--- src/logic/srw_pkg.sv ---
// package: constants and carrier types for the supervisor reset/watchdog block
package srw_pkg;

  // =========================================================
  // timebase
  localparam int unsigned CLK_HZ = 10_000_000;
  localparam int unsigned CLK_PERIOD_NS = 100;

  // =========================================================
  // timing figures in their own units
  localparam int unsigned HOLD_SHORT_MS = 10;
  localparam int unsigned HOLD_LONG_MS = 150;
  localparam int unsigned WDOG_WINDOW_MS = 1500;
  localparam int unsigned STROBE_MIN_NS = 150;

  // least times round up to whole cycles
  localparam int unsigned HOLD_SHORT_CYC = HOLD_SHORT_MS * (CLK_HZ / 1000);
  localparam int unsigned HOLD_LONG_CYC = HOLD_LONG_MS * (CLK_HZ / 1000);
  localparam int unsigned WDOG_WINDOW_CYC = WDOG_WINDOW_MS * (CLK_HZ / 1000);
  localparam int unsigned STROBE_MIN_CYC =
    (STROBE_MIN_NS + CLK_PERIOD_NS - 1) / CLK_PERIOD_NS;

  localparam int CNT_W = 32;

  // =========================================================
  // reset values
  localparam logic RST_ASSERTED = 1'b1;

  typedef enum logic [1:0] {
    SRW_RUN = 2'b00,
    SRW_HOLD_IN = 2'b01,
    SRW_STRETCH = 2'b10
  } srw_state_t;

  // synchronised pin inputs
  typedef struct packed {
    logic manualResetN;
    logic strobe;
  } srw_pins_t;

  // reason for the last reset, exported as status
  typedef struct packed {
    logic supply;
    logic manual;
    logic watchdog;
  } srw_cause_t;

endpackage

--- src/logic/srw_supervisor.sv ---
// supervisor: reset stretcher with manual reset, supply monitor and watchdog
// =========================================================
module srw_supervisor
  import srw_pkg::*;
#(
  parameter int unsigned HOLD_SHORT = srw_pkg::HOLD_SHORT_CYC, // short hold, cycles
  parameter int unsigned HOLD_LONG = srw_pkg::HOLD_LONG_CYC, // long hold, cycles
  parameter int unsigned WDOG_WINDOW = srw_pkg::WDOG_WINDOW_CYC, // watchdog window, cycles
  parameter bit ACTIVE_HIGH = 1'b0, // output polarity
  parameter bit HAS_SELECT = 1'b1, // timeout select present
  parameter bit HAS_WATCHDOG = 1'b1 // watchdog present
) (
  input wire logic clk, // 10 MHz timebase
  input wire logic sys_rst, // synchronous reset, active high
  input wire logic supplyLow, // supply below threshold indication
  input wire logic manual_reset_n, // manual reset pin, active low
  input wire logic watchdog_strobe_in, // watchdog toggle pin
  input wire logic timeout_select, // hold period select pin
  output logic resetOut, // reset to processor, polarity per ACTIVE_HIGH
  output logic resetActive, // reset asserted, active high
  output srw_pkg::srw_cause_t resetCause // sources of the last reset
);
  import srw_pkg::*;

  // =========================================================
  // state
  typedef struct packed {
    logic [1:0] sync1;
    logic [1:0] sync2;
    logic [1:0] selSync;
    logic strobePrev;
    logic supplyQ;
    srw_state_t state;
    logic [CNT_W-1:0] holdCnt;
    logic [CNT_W-1:0] holdLen;
    logic [CNT_W-1:0] wdogCnt;
    logic [CNT_W-1:0] quietCnt;
    logic asserted;
    srw_cause_t cause;
  } srw_regs_t;

  srw_regs_t st_r, st_nxt;
  srw_pins_t pins;
  logic strobeEdge;
  logic wdogExpire;
  logic holdSource;
  logic [CNT_W-1:0] selLen;

  // first stage feeds only the second stage
  assign pins = srw_pins_t'(st_r.sync2);
  assign strobeEdge = HAS_WATCHDOG && (pins.strobe != st_r.strobePrev);
  assign wdogExpire = HAS_WATCHDOG && (st_r.wdogCnt >= CNT_W'(WDOG_WINDOW - 1));
  assign holdSource = st_r.supplyQ || !pins.manualResetN;
  // select sampled only when a period starts, so a mid-period change waits
  assign selLen = (HAS_SELECT && st_r.selSync[1]) ?
    CNT_W'(HOLD_LONG) : CNT_W'(HOLD_SHORT);

  // =========================================================
  // next state
  always_comb begin
    st_nxt = st_r;
    st_nxt.sync1 = {manual_reset_n, watchdog_strobe_in};
    st_nxt.sync2 = st_r.sync1;
    st_nxt.strobePrev = pins.strobe;
    st_nxt.selSync = {st_r.selSync[0], timeout_select};
    // checker aid: cycles held with no source active
    st_nxt.quietCnt = (st_r.asserted && !holdSource) ? st_r.quietCnt + CNT_W'(1) : '0;
    // supply indication comes from on-chip analogue logic, same domain
    st_nxt.supplyQ = supplyLow;
    unique case (st_r.state)
      SRW_RUN: begin
        if (holdSource) begin
          st_nxt.state = SRW_HOLD_IN;
          st_nxt.asserted = 1'b1;
          st_nxt.cause = '{supply: st_r.supplyQ, manual: !pins.manualResetN, watchdog: 1'b0};
          st_nxt.wdogCnt = '0;
        end else if (wdogExpire) begin
          st_nxt.state = SRW_STRETCH;
          st_nxt.asserted = 1'b1;
          st_nxt.holdLen = selLen;
          st_nxt.holdCnt = '0;
          st_nxt.cause = '{supply: 1'b0, manual: 1'b0, watchdog: 1'b1};
          st_nxt.wdogCnt = '0;
        end else if (strobeEdge) begin
          st_nxt.wdogCnt = '0;
        end else if (HAS_WATCHDOG) begin
          st_nxt.wdogCnt = st_r.wdogCnt + CNT_W'(1);
        end
      end
      SRW_HOLD_IN: begin
        // held as long as a source is active
        st_nxt.wdogCnt = '0;
        if (!holdSource) begin
          st_nxt.state = SRW_STRETCH;
          st_nxt.holdLen = selLen;
          st_nxt.holdCnt = '0;
        end
      end
      SRW_STRETCH: begin
        if (holdSource) begin
          st_nxt.state = SRW_HOLD_IN;
          st_nxt.cause.supply = st_r.cause.supply | st_r.supplyQ;
          st_nxt.cause.manual = st_r.cause.manual | !pins.manualResetN;
        end else if (st_r.holdCnt >= st_r.holdLen - CNT_W'(1)) begin
          st_nxt.state = SRW_RUN;
          st_nxt.asserted = 1'b0;
          st_nxt.wdogCnt = '0;
        end else begin
          st_nxt.holdCnt = st_r.holdCnt + CNT_W'(1);
        end
      end
      default: begin
        st_nxt.state = SRW_HOLD_IN;
        st_nxt.asserted = 1'b1;
      end
    endcase
    if (sys_rst) begin
      st_nxt = '0;
      st_nxt.sync1 = 2'h3;
      st_nxt.sync2 = 2'h3;
      // strobe history matches the synchroniser, so reset leaves no false edge
      st_nxt.strobePrev = 1'b1;
      st_nxt.state = SRW_HOLD_IN;
      st_nxt.asserted = RST_ASSERTED;
      st_nxt.holdLen = CNT_W'(HOLD_SHORT);
    end
  end

  always_ff @(posedge clk) begin
    st_r <= st_nxt;
  end

  // =========================================================
  // outputs
  assign resetActive = st_r.asserted;
  assign resetOut = ACTIVE_HIGH ? st_r.asserted : !st_r.asserted;
  assign resetCause = st_r.cause;

  // =========================================================
  // checks
  supply_holds_a: assert property (@(posedge clk) disable iff (sys_rst)
    st_r.supplyQ |=> st_r.asserted)
    else $error("reset not asserted while supply low");

  manual_holds_a: assert property (@(posedge clk) disable iff (sys_rst)
    !pins.manualResetN |=> st_r.asserted)
    else $error("reset not asserted while manual reset low");

  stretch_min_a: assert property (@(posedge clk) disable iff (sys_rst)
    (st_r.state == SRW_STRETCH && st_r.holdCnt == '0 && !holdSource)
      |-> st_r.asserted [*8])
    else $error("hold period ended too soon");

  wdog_frozen_a: assert property (@(posedge clk) disable iff (sys_rst)
    (st_r.asserted && $past(st_r.asserted)) |-> st_r.wdogCnt == '0)
    else $error("watchdog counted during reset");

  wdog_restart_a: assert property (@(posedge clk) disable iff (sys_rst)
    $fell(st_r.asserted) |-> st_r.wdogCnt == '0 ##1 st_r.wdogCnt <= CNT_W'(1))
    else $error("watchdog not restarted on release");

  edge_clears_a: assert property (@(posedge clk) disable iff (sys_rst)
    (st_r.state == SRW_RUN && strobeEdge && !holdSource && !wdogExpire)
      |=> st_r.wdogCnt == '0)
    else $error("strobe edge did not clear watchdog");

  wdog_fires_a: assert property (@(posedge clk) disable iff (sys_rst)
    (st_r.state == SRW_RUN && wdogExpire && !holdSource)
      |=> st_r.asserted && st_r.cause.watchdog)
    else $error("watchdog expiry missed");

  select_latched_a: assert property (@(posedge clk) disable iff (sys_rst)
    (st_r.state == SRW_STRETCH && $past(st_r.state) == SRW_STRETCH)
      |-> $stable(st_r.holdLen))
    else $error("hold length changed mid period");

  select_length_a: assert property (@(posedge clk) disable iff (sys_rst)
    (st_r.state == SRW_HOLD_IN && !holdSource)
      |=> st_r.holdLen == $past(selLen))
    else $error("wrong hold length chosen");

  stroke_short_a: assert property (@(posedge clk) disable iff (sys_rst)
    (pins.strobe != st_r.strobePrev) |-> (strobeEdge || !HAS_WATCHDOG))
    else $error("short strobe pulse missed");

  // long holds are measured by a counter, not by unrolled repetition
  release_quiet_a: assert property (@(posedge clk) disable iff (sys_rst)
    $fell(st_r.asserted) |-> st_r.quietCnt >= CNT_W'(HOLD_SHORT))
    else $error("reset released before a full hold period");

  select_encode_a: assert property (@(posedge clk) disable iff (sys_rst)
    (st_r.state == SRW_STRETCH && $past(st_r.state) != SRW_STRETCH)
      |-> st_r.holdLen == (($past(st_r.selSync[1]) && HAS_SELECT) ? CNT_W'(HOLD_LONG)
        : CNT_W'(HOLD_SHORT)))
    else $error("hold length does not match select");

  wdog_count_a: assert property (@(posedge clk) disable iff (sys_rst)
    (HAS_WATCHDOG && st_r.state == SRW_RUN && !holdSource && !wdogExpire && !strobeEdge)
      |=> st_r.wdogCnt == $past(st_r.wdogCnt) + CNT_W'(1))
    else $error("watchdog did not advance");

  wdog_window_a: assert property (@(posedge clk) disable iff (sys_rst)
    (st_r.state == SRW_RUN) |-> st_r.wdogCnt < CNT_W'(WDOG_WINDOW))
    else $error("watchdog ran past its window");

  manual_sync_a: assert property (@(posedge clk) disable iff (sys_rst)
    (!manual_reset_n [*3]) |=> st_r.asserted)
    else $error("manual reset slow through synchroniser");

endmodule

--- config.mk ---
export PLATFORM = sky130hd
export DESIGN_NAME = srw_supervisor
export DESIGN_NICKNAME = d
export VERILOG_FILES = /design/src/logic/srw_pkg.sv /design/src/logic/srw_supervisor.sv
export SDC_FILE = /design/constraint.sdc
export NUM_CORES = 1
export LEC_CHECK = 0
export BUFFER_PORTS_ARGS = -buffer_cell sky130_fd_sc_hd__buf_2
export CORE_ASPECT_RATIO = 1.2
export CORE_MARGIN = 10
export CORE_UTILIZATION = 40
export CTS_CLUSTER_DIAMETER = 100
export DETAILED_ROUTE_END_ITERATION = 16
export PLACE_DENSITY_LB_ADDON = 0.15
export SYNTH_ARGS = -nofsm -noshare
export SYNTH_HDL_FRONTEND = slang
export SYNTH_SLANG_ARGS = --single-unit
--- constraint.sdc ---
create_clock -name clk -period 2.9 [get_ports clk]
set_input_delay 0 -clock clk [delete_from_list [all_inputs] [get_ports clk]]
set_output_delay 0 -clock clk [all_outputs]
set_load 0.01 [all_outputs]
After elaboration in Yosys (flattened, before gate mapping)
Cells that the tools add are included.

Logic and storage cells: 73. Flip-flop bits (word level): 110.

Muxes and demuxes: 25. Equality and inequality tests: 12. Reduce and logical (&&, ||, !) cells: 15. Order comparisons: 2. Bitwise operators: 3. Add/subtract/negate cells: 3.

Operators with widths (number): $mux 32 (7); $pmux 32 s3 (2); $mux 66 (2); $add 32x1->32 const B (2); $mux 64 (1); $pmux 32 s2 (1); $ge 32x24->1 const B (1); $ge 32x32->1 (1); $sub 32x1->32 const B (1); $mux 21 (1); $ne 2x2->1 const B (7); $reduce_and 3->1 (3); $mux 2 (4); $mux 4 (2); $reduce_and 4->1 (2); $ne 3x3->1 const B (2); $pmux 2 s3 (1); $reduce_and 6->1 (1); $reduce_bool 2->1 (3); $pmux 2 s2 (1); $pmux 1 s3 (1); $reduce_bool 3->1 (1); $eq 2x1->1 const B (1); $eq 2x2->1 const B (1); 8 further kinds (11).

Logic depth before layout (Yosys ltp)
Depth in word-level cells: 5. Gate-level depth with buffers: 11.

Worst setup path after synthesis
OpenSTA, ideal clock, no wires.

Path kind: register -> register. Start: reg st_r[86] (netlist bit). End: reg st_r[103] (netlist bit). Data arrival time: 2.290 ns. Slack: 0.480 ns. Cell stages (with the launch flop): 11. Library setup time: 0.130 ns. Period minus slack after synthesis: 2.420 ns. Cells stage by stage: dfxtp_1 > inv_1 > ha_1 > a211oi_1 > a21boi_0 > a311oi_4 > a21oi_1 > buf_2 > buf_4 > o31ai_1 > a21boi_0.

Longest elaborated chain between the ends: 4.

Ends and longest elaborated chain: start: declaration (RTL line srw_supervisor.sv:42) `srw_regs_t st_r, st_nxt;`; start signal: assignment (RTL line srw_supervisor.sv:130) `st_r <= st_nxt;`; $sub 32x1->32 (RTL line srw_supervisor.sv:104) `end else if (st_r.holdCnt >= st_r.holdLen - CNT_W'(1)) begin`; $ge 32x32->1 (RTL line srw_supervisor.sv:104); $ne 2x2->1 (no source line); $reduce_and 6->1 (no source line).

Every way passes these cells. A chain may end at the register's enable or synchronous reset.

Worst setup path in the final report
Start: reg st_r[86] (netlist bit). End: reg st_r[107] (netlist bit).

Same word-level chain as after synthesis.

==> results.cfg <==
[status]
run_status = complete, no violations

[floorplan]
chipHeight_um = 138
design.core.area_um2 = 11500
dieArea_um2 = 16400
row_count = 43
boundaryPins = 11
horizontal_extent_of_the_die_um = 118
start_util = 0.406

[clock_tree]
total_number_of_h_tree_levels = 3
deepest_clock_path_buffer_count = 2
cts_tree = done
cts_made_buffers = 9
cts.sink_count = 80
clkTransAtPathRegs_ps = 70
ctsRootBufferMaster = sky130_fd_sc_hd__clkbuf_16
postCtsSetupBuffers = 0
clk_latency_ps = 350

[worst_setup_path]
critical_path.max_stage_delay_ps = 470
arrival_ps = 2960
required_ps = 3170
critical_path.startpoint_type = register
cell_seen_most_often_among_critical_path_stages = sky130_fd_sc_hd__a21boi_0
cell_type_of_the_slowest_stage_on_the_worst_timing_path = sky130_fd_sc_hd__or4_1
reg_to_reg_end = st_r[107]
critical_path_class = reg -> reg
reg2reg_setup_slack_ps = 200
kind_of_end_point_of_the_critical_path = register
crit_fanout = 24
r2r_start = st_r[86]
timing.reg2reg.worst_path_depth = 9
crit_path_cell_trace = inv_1, ha_1, a211oi_1, a21boi_0, a311oi_4, a21oi_1, buf_4, or4_1, a21boi_0

[worst_hold_path]
worst_hold_path.num_cells = 2
min_delay_worst_endpoint = st_r[134]
hold_path.class = in -> reg
hp-start = sys_rst

[logic_synthesis]
synth_enable_flop_cells = 0
synth_warnings = 0
synth_ff_type = sky130_fd_sc_hd__dfxtp_1
ys_seq_elements = 80
synthesis.area_per_instance_um2 = 8.64
seq_area_frac_synth = 0.344
syn-num-nets = 560
syn-cell-area_um2 = 4650
mapped_cells = 538
synthDistinctLibCells = 71
asyncSetResetFlopFracSynth = 0

[timing]
finalClockSkew_ps = 9.19
slew_headroom = 0.554
worst_hold_slack_ps = 181
final_hold_viol_count = 0
report.final.slew_viol_count = 0
timing.final.setup_violations = 0
worst_slew_pin_slew_ps = 669
unrepaired_setup_endpoints_after_global_routing = no
period_needed_ps = 2700
achievable-frequency_mhz = 371
fin_tns_setup_ps = 0
finalCritPeriodShare = 0.930

[global_route]
track_usage = 0.142
first_global_vias = 3911
antenna_found_initial = 0
largest_net_degree_at_the_start_of_global_routing = 44
grt_pass1_wl_mm = 19.5
globalRoute.totalOverflow = 0

[routing]
wl_per_cell_um = 16.5
met1_length_mm = 5.16
routed-via-count = 4142
routed_wirelength_mm = 11.6
detail_route.vias_per_cell = 5.87
route.antenna.remaining_nets = 0
drt_first_pass_iters = 5
detailroute.wirelength.met3_um = 336
top_layer = met4
drt_iter0_drc = 261
wl_met2_mm = 5.90
drcViolationCount = 0

[job]
max_cap_violations = 0

[power]
cell_area_power_density_nw_per_um2 = 641
design_power_total_mw = 3.37
max-vdd-ir-drop_v = 0.000358
power.leakage_nw = 1.74

[layout]
final_cell_mix = sky130_fd_sc_hd__dfxtp_1 (80), sky130_fd_sc_hd__nand2_1 (32), sky130_fd_sc_hd__nor3_1 (31)
final_util = 0.459
diodes = 0
drive_gt1_frac = 0.146
layout.cells.most_common = sky130_fd_sc_hd__dfxtp_1
nNetsFinal = 566
layout-area-overhead-vs-synth_pct = 13.2
filler_cell_count = 1148

[placed_design]
dpl.hpwl_mm = 8.13
place_congestion = 0.848
port_buffers = 10
-- metrics by stage --
| stage | setup WS (ps) | instances | instance area (um2) |
|---|---|---|---|
| 2_1_floorplan | 480 | 538 | 4650 |
| 3_3_place_gp | 274 | 686 | 4880 |
| 3_5_place_dp | 214 | 686 | 4880 |
| 4_1_cts | 187 | 706 | 5260 |
| 5_1_grt | 5.75 | 706 | 5260 |
| 6_report | 202 | 706 | 5260 |
-- final cells by class --
| cell class | instances | area [um2] | share of cell area |
|---|---|---|---|
| tap | 157 | 196 | 0.0373 |
| inverter | 18 | 67.6 | 0.0128 |
| timing repair buffer | 35 | 285 | 0.0542 |
| sequential | 80 | 1600 | 0.304 |
| clock buffer | 9 | 225 | 0.0428 |
| multi-input combinational | 400 | 2780 | 0.528 |
| clock inverter | 7 | 109 | 0.0207 |
-- sequential cells by signal (all words and copies together), names as in the netlist --
register and flops:
resetCause 3, resetActive 1, st_r 74, pins 2
-- how the worst max path moves through the flow --
| stage | startpoint | to | cells after the start | slack [ps] |
|---|---|---|---|---|
| 2_1_floorplan | st_r[86] | st_r[103] | 10 | 480 |
| 3_3_place_gp | st_r[86] | st_r[117] | 9 | 270 |
| 3_5_place_dp | st_r[86] | st_r[107] | 9 | 210 |
| 4_1_cts | st_r[86] | st_r[107] | 9 | 190 |
| 5_1_grt | st_r[86] | st_r[103] | 9 | 6 |
| 6_report | st_r[86] | st_r[107] | 9 | 200 |
-- where the power goes --
part	switching, mW	internal, mW
combinational	0.610	0.320
sequential	0.0369	1.14
clock	0.498	0.773
total	1.14	2.23
-- critical path, delay by kind of cell, from the launching register on --
family / cells / cell delay (ps)
flops: 1 / 330
fa+ha+maj: 1 / 350
compound gates: 5 / 1120
simple gates: 1 / 470
buf+inv: 2 / 350
-- logic make-up after synthesis --
logic type                 count (synthesis)  share of synthesized area
adders and majority gates                 16                     0.0430
AOI/OAI and AO/OA                        143                      0.229
and+or+nand+nor                          218                      0.277
DFF                                       80                      0.344
muxes                                      5                     0.0110
xor gates and xnor gates                  18                     0.0339
buffers and inverters                     58                     0.0616
-- routing by layer --
metal	GRT usage	vias up
met2	0.241	65
met5	0	-
li1	-	2066
met3	0.0305	15
met4	0.0567	0
met1	0.171	1996
-- cell usage after synthesis (16+ instances only) --
master	count	area (um2)
sky130_fd_sc_hd__xnor2_1	16	140
sky130_fd_sc_hd__ha_1	16	200
sky130_fd_sc_hd__nor3_1	31	155
sky130_fd_sc_hd__inv_1	18	67.6
sky130_fd_sc_hd__a31oi_1	26	163
sky130_fd_sc_hd__nand4_1	20	125
sky130_fd_sc_hd__nand3_1	28	140
sky130_fd_sc_hd__a21oi_1	25	125
sky130_fd_sc_hd__clkbuf_1	19	71.3
sky130_fd_sc_hd__dfxtp_1	80	1600
sky130_fd_sc_hd__nand2_1	32	120
-- what timing repair did --
| action | CTS | global route |
|---|---|---|
| endpoints found under the setup margin | 0 | 2 |
| hold endpoints to repair | 4 | 0 |
| gates resized for setup | 0 | 1 |
| hold buffers | 4 | 0 |
Power figures use the tool's default switching activity.
